==> config.mk <==
export PLATFORM = sky130hd
export DESIGN_NAME = rtc_host_bus_port
export DESIGN_NICKNAME = d
export VERILOG_FILES = /design/src/periodic_event.v /design/src/rtc_host_bus_port.v
export VERILOG_INCLUDE_DIRS = /design/src
export SDC_FILE = /design/constraint.sdc
export NUM_CORES = 1
export LEC_CHECK = 0
export ABC_AREA = 0
export BUFFER_PORTS_ARGS = -buffer_cell sky130_fd_sc_hd__buf_4
export CORE_ASPECT_RATIO = 1.2
export CORE_MARGIN = 2
export CORE_UTILIZATION = 45
export CTS_CLUSTER_DIAMETER = 200
export DETAILED_ROUTE_END_ITERATION = 6
export PLACE_DENSITY = 0.82
export SYNTH_ARGS = -nofsm -noshare
export SYNTH_HDL_FRONTEND = slang
export SYNTH_SLANG_ARGS = --single-unit
==> constraint.sdc <==
create_clock -name clock_i -period 1.8 [get_ports clock_i]
set_clock_uncertainty 0.1 [all_clocks]
set_input_delay 0.27 -clock clock_i [delete_from_list [all_inputs] [get_ports clock_i]]
set_output_delay 0.27 -clock clock_i [all_outputs]
set_load 0.01 [all_outputs]
==> src/rtc_port_regs.vh <==
// widths, mode codes, reset values and timing counts of the host port
`ifndef RTC_PORT_REGS_VH
`define RTC_PORT_REGS_VH

`define ADDR_W          4
`define DATA_W          4
`define ADDR_RESET      4'h0
`define DATA_RESET      4'h0
`define MODE_SEPARATE   1'b0
`define MODE_ENABLE     1'b1
`define CLK_PERIOD_NS   40
`define PULSE_TIME_NS   120
`define PULSE_CYCLES    ((`PULSE_TIME_NS + `CLK_PERIOD_NS - 1) / `CLK_PERIOD_NS)

`endif

==> src/periodic_event.v <==
// periodic event output: pulse or held request on each counter carry
`timescale 1ns/10ps
`include "rtc_port_regs.vh"

module periodic_event #(
	parameter PULSE_LEN = `PULSE_CYCLES
) (
	input  wire clock_i,
	input  wire rst_n_i,
	input  wire carry_i,
	input  wire irq_mode_i,
	input  wire irq_clear_i,
	output reg  event_o
);
	reg [7:0] count_q;

	// set wins over clear in the same cycle
	always @(posedge clock_i or negedge rst_n_i) begin
		if (!rst_n_i) begin
			event_o <= 1'b0;
			count_q <= 8'h00;
		end else if (carry_i) begin
			event_o <= 1'b1;
			count_q <= PULSE_LEN[7:0];
		end else if (irq_mode_i) begin
			if (irq_clear_i)
				event_o <= 1'b0;
		end else if (count_q > 8'h01) begin
			count_q <= count_q - 8'h01;
		end else begin
			event_o <= 1'b0;
			count_q <= 8'h00;
		end
	end
endmodule

==> src/rtc_host_bus_port.v <==
// four-bit parallel host port with address latch and chip select gating
`timescale 1ns/10ps
`include "rtc_port_regs.vh"

module rtc_host_bus_port #(
	parameter PULSE_LEN = `PULSE_CYCLES
) (
	input  wire                 clock_i,
	input  wire                 rst_n_i,
	input  wire                 bus_style_i,
	input  wire                 chip_select_low_active_n_i,
	input  wire                 chip_select_power_sense_i,
	input  wire                 addr_latch_i,
	input  wire                 wr_n_rw_i,
	input  wire                 rd_n_en_i,
	input  wire [`ADDR_W-1:0]   host_address_lines_i,
	input  wire [`DATA_W-1:0]   host_data_lines_i,
	output reg  [`DATA_W-1:0]   host_data_lines_o,
	output reg                  host_data_lines_oe_n_o,
	input  wire [`DATA_W-1:0]   reg_rdata_i,
	output reg  [`ADDR_W-1:0]   reg_addr_o,
	output reg  [`DATA_W-1:0]   reg_wdata_o,
	output reg                  reg_write_o,
	output reg                  reg_read_o,
	input  wire                 carry_i,
	input  wire                 irq_mode_i,
	input  wire                 irq_clear_i,
	output reg                  periodic_out_n_o,
	output reg                  periodic_oe_n_o
);
	// ------------------------------------------------------------
	// latch, strobe and event signals
	// ------------------------------------------------------------
	reg  [`ADDR_W-1:0] addr_q;
	reg  [`ADDR_W-1:0] addr_d;
	reg                cs0_n_q;
	reg                cs0_n_d;
	reg                rd_act_q;
	reg                wr_act_q;
	reg  [`DATA_W-1:0] wdata_q;
	reg  [`DATA_W-1:0] wdata_d;
	reg                selected;
	reg                ale_eff;
	reg                rd_act;
	reg                wr_act;
	reg                rd_start;
	reg                wr_done;
	wire [`DATA_W-1:0] rdata_d;
	wire               event_lvl;

	// ------------------------------------------------------------
	// chip select gating
	// ------------------------------------------------------------
	// power sense select acts directly, never latched
	always @* begin
		selected = ~cs0_n_q & chip_select_power_sense_i;
	end

	// cs0 is itself latched: gating the latch on it would lock
	// out reselection, so only the power sense select gates it
	always @* begin
		ale_eff = addr_latch_i & chip_select_power_sense_i;
	end

	// ------------------------------------------------------------
	// address and select latch
	// ------------------------------------------------------------
	always @* begin
		addr_d  = addr_q;
		cs0_n_d = cs0_n_q;
		if (ale_eff) begin
			// transparent while strobe high
			addr_d  = host_address_lines_i;
			cs0_n_d = chip_select_low_active_n_i;
		end
		// strobe low keeps last capture
	end

	always @(posedge clock_i or negedge rst_n_i) begin
		if (!rst_n_i) begin
			addr_q  <= `ADDR_RESET;
			cs0_n_q <= 1'b1;
		end else begin
			addr_q  <= addr_d;
			cs0_n_q <= cs0_n_d;
		end
	end

	// ------------------------------------------------------------
	// strobe decode
	// ------------------------------------------------------------
	always @* begin
		rd_act = 1'b0;
		wr_act = 1'b0;
		if (selected) begin
			if (bus_style_i == `MODE_ENABLE) begin
				// write pin is r/w, read pin is enable
				rd_act = wr_n_rw_i & rd_n_en_i;
				wr_act = ~wr_n_rw_i & rd_n_en_i;
			end else begin
				rd_act = ~rd_n_en_i & wr_n_rw_i;
				wr_act = ~wr_n_rw_i & rd_n_en_i;
			end
		end
		// deselected strobes stay inactive
	end

	// one-cycle marks at read start and write end
	always @* begin
		rd_start = rd_act & ~rd_act_q;
		// commit on trailing edge: data has settled by then
		wr_done  = wr_act_q & ~wr_act;
	end

	// ------------------------------------------------------------
	// write data capture
	// ------------------------------------------------------------
	// last data seen while the write strobe stands is kept
	always @* begin
		wdata_d = wdata_q;
		if (wr_act) begin
			wdata_d = host_data_lines_i;
		end
	end

	always @(posedge clock_i or negedge rst_n_i) begin
		if (!rst_n_i) begin
			rd_act_q <= 1'b0;
			wr_act_q <= 1'b0;
			wdata_q  <= `DATA_RESET;
		end else begin
			rd_act_q <= rd_act;
			wr_act_q <= wr_act;
			wdata_q  <= wdata_d;
		end
	end

	// ------------------------------------------------------------
	// read data path
	// ------------------------------------------------------------
	// one cycle of lag: data and enable both come from flip-flops
	genvar b;
	generate
		for (b = 0; b < `DATA_W; b = b + 1) begin : g_rdata
			// positive logic: a high line is a one
			assign rdata_d[b] = reg_rdata_i[b];
		end
	endgenerate

	// data lines driven only during a gated read
	always @(posedge clock_i or negedge rst_n_i) begin
		if (!rst_n_i) begin
			host_data_lines_o      <= `DATA_RESET;
			host_data_lines_oe_n_o <= 1'b1;
			reg_read_o             <= 1'b0;
		end else begin
			host_data_lines_o      <= rdata_d;
			host_data_lines_oe_n_o <= ~rd_act;
			reg_read_o             <= rd_start;
		end
	end

	// ------------------------------------------------------------
	// register side
	// ------------------------------------------------------------
	// latched address picks the register
	// write pulse and data leave together, one cycle after the end
	always @(posedge clock_i or negedge rst_n_i) begin
		if (!rst_n_i) begin
			reg_addr_o  <= `ADDR_RESET;
			reg_wdata_o <= `DATA_RESET;
			reg_write_o <= 1'b0;
		end else begin
			reg_addr_o  <= addr_q;
			reg_wdata_o <= wdata_q;
			reg_write_o <= wr_done;
		end
	end

	// ------------------------------------------------------------
	// periodic event, independent of both selects
	// ------------------------------------------------------------
	// carry wins over a same-cycle clear inside the event block
	periodic_event #(
		.PULSE_LEN (PULSE_LEN)
	) u_event (
		.clock_i     (clock_i),
		.rst_n_i     (rst_n_i),
		.carry_i     (carry_i),
		.irq_mode_i  (irq_mode_i),
		.irq_clear_i (irq_clear_i),
		.event_o     (event_lvl)
	);

	// open drain: pin only pulls low, the enable carries the event
	// limitation: no pull-up inside, the board must provide it
	always @(posedge clock_i or negedge rst_n_i) begin
		if (!rst_n_i) begin
			periodic_out_n_o <= 1'b1;
			periodic_oe_n_o  <= 1'b1;
		end else begin
			periodic_out_n_o <= 1'b0;
			periodic_oe_n_o  <= ~event_lvl;
		end
	end
endmodule

# Word level (Yosys, flattened, before mapping)
# Index checks and enable logic that the tools add are counted.
# Widths: inputs -> output; s select.
# totals
reg_bits,37
in_bits,23
out_inout_bits,17
# op_classes
n_addsub,1
magnitude_cmp,1
eq_ne,3
n_mux,10
bitwise,14
reduce_logical,1
# ops
operator,count
$mux 8,3
$gt 8x1->1 const B,1
$sub 8x1->8 const B,1
$and 1x1->1,7
$mux 1,7
$not 1->1,7
$ne 3x2->1 const B,1
$ne 3x3->1 const B,1
$ne 2x2->1 const B,1
$reduce_and 2->1,1

# Logic depth before layout (Yosys ltp)
# depth
ltp_word,5
depth_mapped,7
mapped_depth_nobuf,6

# Hierarchy
# From an unflattened synthesis, not the netlist that was laid out.
# unflattened
cells_unflattened,99
area_unflattened_um2,1408.9
# by_module_without_submodules
module,n_inst,cells_per_inst,area_each_um2,seq_area_each_um2
rtc_host_bus_port,1,48,904.6,705.7
periodic_event,1,51,504.2,225.2

# Least setup slack after synthesis
# Ideal clock, no wire load.
# synth_timing
path_type,register to register
start,reg u_event.count_q[2]
end,reg u_event.count_q[7]
arrival_ns,1.684
required_time_ns,1.582
setup_slack_ns,-0.103
stages_incl_launch_ff,6
path_buffers,1
period_less_slack_ns,1.903
cell_sequence,dfrtp_1 or4_4 o41ai_2 buf_4 o21ai_1 a21o_1
# synth_between
elab_chain_cells,4
elab_cells_between_ends,5
classes_between,add/sub (1); order compare (1); mux (3)
# synth_rtl
element,line,text
from (decl),periodic_event.v:15,reg [7:0] count_q;
from (signal assigned),periodic_event.v:24,count_q <= PULSE_LEN[7:0];
from (signal assigned),periodic_event.v:29,count_q <= count_q - 8'h01;
$sub 8x1->8 / $gt 8x1->1 (equally long branches),"periodic_event.v:29, periodic_event.v:28",
$mux 8 *,periodic_event.v:28,end else if (count_q > 8'h01) begin
$mux 8 *,periodic_event.v:25,end else if (irq_mode_i) begin
$mux 8 *,periodic_event.v:22,end else if (carry_i) begin
# Mark *: on every way between the ends. The rest lies on a longest branch, timed or not. The select of a mux whose other input is x is not followed.
# A chain may end at the register's enable or synchronous reset.

# Worst setup path in the final report
# Ends and elaborated chain as after synthesis.

==> flow_summary.yaml <==
status:
  run_status: "complete, but fails checks"
  violations: "negative setup slack"
routing:
  routed_wl_um: 2725
  drcViolationCount: 0
  vias: 979
  wl_per_cell_um: 14.05
  dr.pass1.iters: 4
  ant_nets: 0
  drt-initial-drc-count: 12
  vias_per_cell: 5.046
yosys:
  netlist_instances: 98
  synth_flop_cell: "dfrtp_1"
  synth_area_um2: 1366
  ys_seq_area_frac: 0.6813
  synth_edf_count: 0
  synth_top_cell_area_share: 0.6044
  async_reset_ff_frac: 1.000
  synth_top_cell_by_area: "dfrtp_1"
  synth.most_common_cell: "dfrtp_1"
  synth_area_leaders: "dfrtp_1 60%, dfstp_2 7.7%, mux2_2 7.4%"
  synth_seq_cells: 37
  postSynthAreaPerCell_um2: 13.94
  syn-num-nets: 123
  synth_cell_type_count: 33
  yosys_warnings: 0
  ys_top_cells_by_count: "33 x dfrtp_1, 9 x mux2_2, 8 x inv_1"
global_route:
  use_met2: 0.2861
  grt.busiest_layer: "met2"
  grt_overflow: 0
  met3_usage: 0.07009
  track_usage: 0.1791
  grt_max_degree: 38
  antenna_found_initial: 0
  grt_pass1_vias: 938
  grt_pass1_wl_um: 4312
  grt_use_met1: 0.2134
finish:
  final_nets: 184
  fill_cells: 194
  area_growth_pct: 47.71
  fin_util: 0.7112
  n_antenna_cell: 0
  final_layout_size_suffix_gt1_frac: 0.5500
power:
  comb_power_share: 0.216
  switchingPower_uw: 511.1
  powerDensity_nw_per_um2: 1012
  clock_power_share: 0.292
  ir_worst_vdd_mv: 0.8593
  p_leak_nw: 0.9706
  p_int_mw: 1.531
  finalPower_mw: 2.042
  seqPwrFrac: 0.492
  switching_share: 0.2503
die:
  dieArea_um2: 3495
  die_w_um: 54.30
  core_um2: 2838
  ios: 40
  num_rows: 21
  die_h_um: 64.36
  start_util: 0.4815
worst_setup_path:
  worstSetupPathType: "reg -> reg"
  critPathRequiredTime_ns: 1.93
  slowest_stage: "or4_4"
  path_delay_family: "simple AND/OR/NAND/NOR gates"
  crit_buf_inv: 1
  crit_chain: "or4_4, o41ai_4, buf_6, o21ai_1, a21o_1"
  start_kind: "flop"
  setup.worst_path.end_class: "flop"
  cp_max_fo: 8
  crit_arrival_ns: 2.03
  slowest_delay_ns: 0.59
placement:
  post-place-ws_ns: -0.1277
  gp_congestion: 0.7305
  place_hpwl_um: 1887
  port-buffer-count: 39
clock_network:
  cts_sinks: 37
  cts.path.max_buffers: 2
  htreeDepth: 2
  clk_pin_slew_ns: 0.11
  insertion_delay_ns: 0.33
  clk_root_buffer_cell: "clkbuf_4"
  numCtsBuffers: 5
  cts_tree: "built"
timing:
  setup_slack_ns: -0.1007
  fin_crit_sh: 1.056
  finalSetupViolCount: 7
  fin_crit_ns: 1.901
  hold_violations: 0
  grt_setup_unrepaired: "true"
  drv_slew: 0
  fmax_mhz: 526.1
hold_path:
  hold_path.class: "in -> reg"
job:
  drv_cap: 0
[path summary, 6_finish.rpt]
kind,slack (ns),end,depth (start not counted),start
worst min-delay path,0.06,addr_q[3],2,host_address_lines_i[3]
max in group asynchronous,0.94,periodic_oe_n_o,2,rst_n_i
min in group asynchronous,0.31,reg_wdata_o[3],2,rst_n_i
worst min register to register,0.28,reg_addr_o[0],0,addr_q[0]
worst max register to register,-0.10,u_event.count_q[7],5,u_event.count_q[2]
worst max-delay path,-0.10,u_event.count_q[7],5,u_event.count_q[2]
[final cells by class]
cell class | count | area [um^2] | share of cell area
Sequential cell | 37 | 930.9 | 0.4613
Multi-Input combinational cell | 51 | 485.5 | 0.2405
Timing Repair Buffer | 56 | 440.4 | 0.2182
Clock buffer | 6 | 51.30 | 0.02542
Tap cell | 34 | 42.54 | 0.02108
Clock inverter | 2 | 37.54 | 0.01860
Inverter | 8 | 30.03 | 0.01488
[cell usage in the layout, fill, tap and decap left out, types with 2 or more instances in the layout]
cell           Yosys  layout
a21o_1             3       3
a21oi_1            2       2
buf_4              1      49
buf_6              0       2
clkbuf_4           0       5
dfrtp_1           33      33
dfstp_2            4       4
dlygate4sd3_1      0       5
inv_1              8       8
mux2_2             9       9
nor2_1             5       3
o21ai_0            3       3
o21ai_1            4       2
o21ai_2            0       2
o41ai_4            0       2
[power groups by stage]
stage,sequential (mW),combinational [mW],clock (mW)
CTS,1.01,0.409,0.611
finish,1.00,0.442,0.596
global placement,1.01,0.361,0
floorplan,1.04,0.135,0
global route,1.02,0.481,0.652
detailed placement,1.02,0.373,0
[per-stage QoR]
stage	hold slack (ns)	TNS (ns)	area [um^2]	cells
finish	0.05847	-0.4358	2018	194
global placement	0.1414	-0.1588	1773	179
global route	0.03422	-0.7939	2018	194
detailed placement	0.1488	-0.5724	1773	179
floorplan	-0.1256	-0.02781	1374	98
CTS	0.03902	-0.2517	1947	194
[metal layers]
layer  wire [um]  share of wire  vias to the layer above
li1            -              -                      463
met1        1021           0.37                      478
met2        1495           0.55                       32
met3         162          0.059                        6
met4          44          0.016                        0
met5           0              0                        -
[registers in the layout (all words and copies together) (netlist names), 4 cells and up]
signal / count
u_event.count_q: 8
reg_wdata_o: 4
host_data_lines_o: 4
addr_q: 4
reg_addr_o: 4
wdata_q: 4
[what timing repair did]
item	in CTS	in global routing
endpoints found under the setup margin	7	8
hold endpoints to repair	37	0
buffers inserted	2	0
resized for setup	3	13
pin swaps	3	3
hold buffers	5	0
[worst reg2reg max path, stage by stage, from the launching register on]
cell and delay [ns]:
dfrtp_1 0.40, or4_4 0.59, o41ai_4 0.28, buf_6 0.19
o21ai_1 0.07, a21o_1 0.17
[logic make-up (layout without fill, tap and decap cells)]
| group | count (synthesis) | after routing | share of synthesized area |
|---|---|---|---|
| mux | 9 | 9 | 0.07418 |
| flops | 37 | 37 | 0.6813 |
| compound gates | 19 | 19 | 0.09616 |
| xor+xnor | 2 | 2 | 0.01282 |
| other cells | 1 | 1 | 0.002745 |
| buf+inv | 10 | 72 | 0.03022 |
| fa+ha+maj | 2 | 2 | 0.01831 |
| simple gates | 18 | 18 | 0.08426 |
Note: power is estimated with default switching activity, not from simulation.
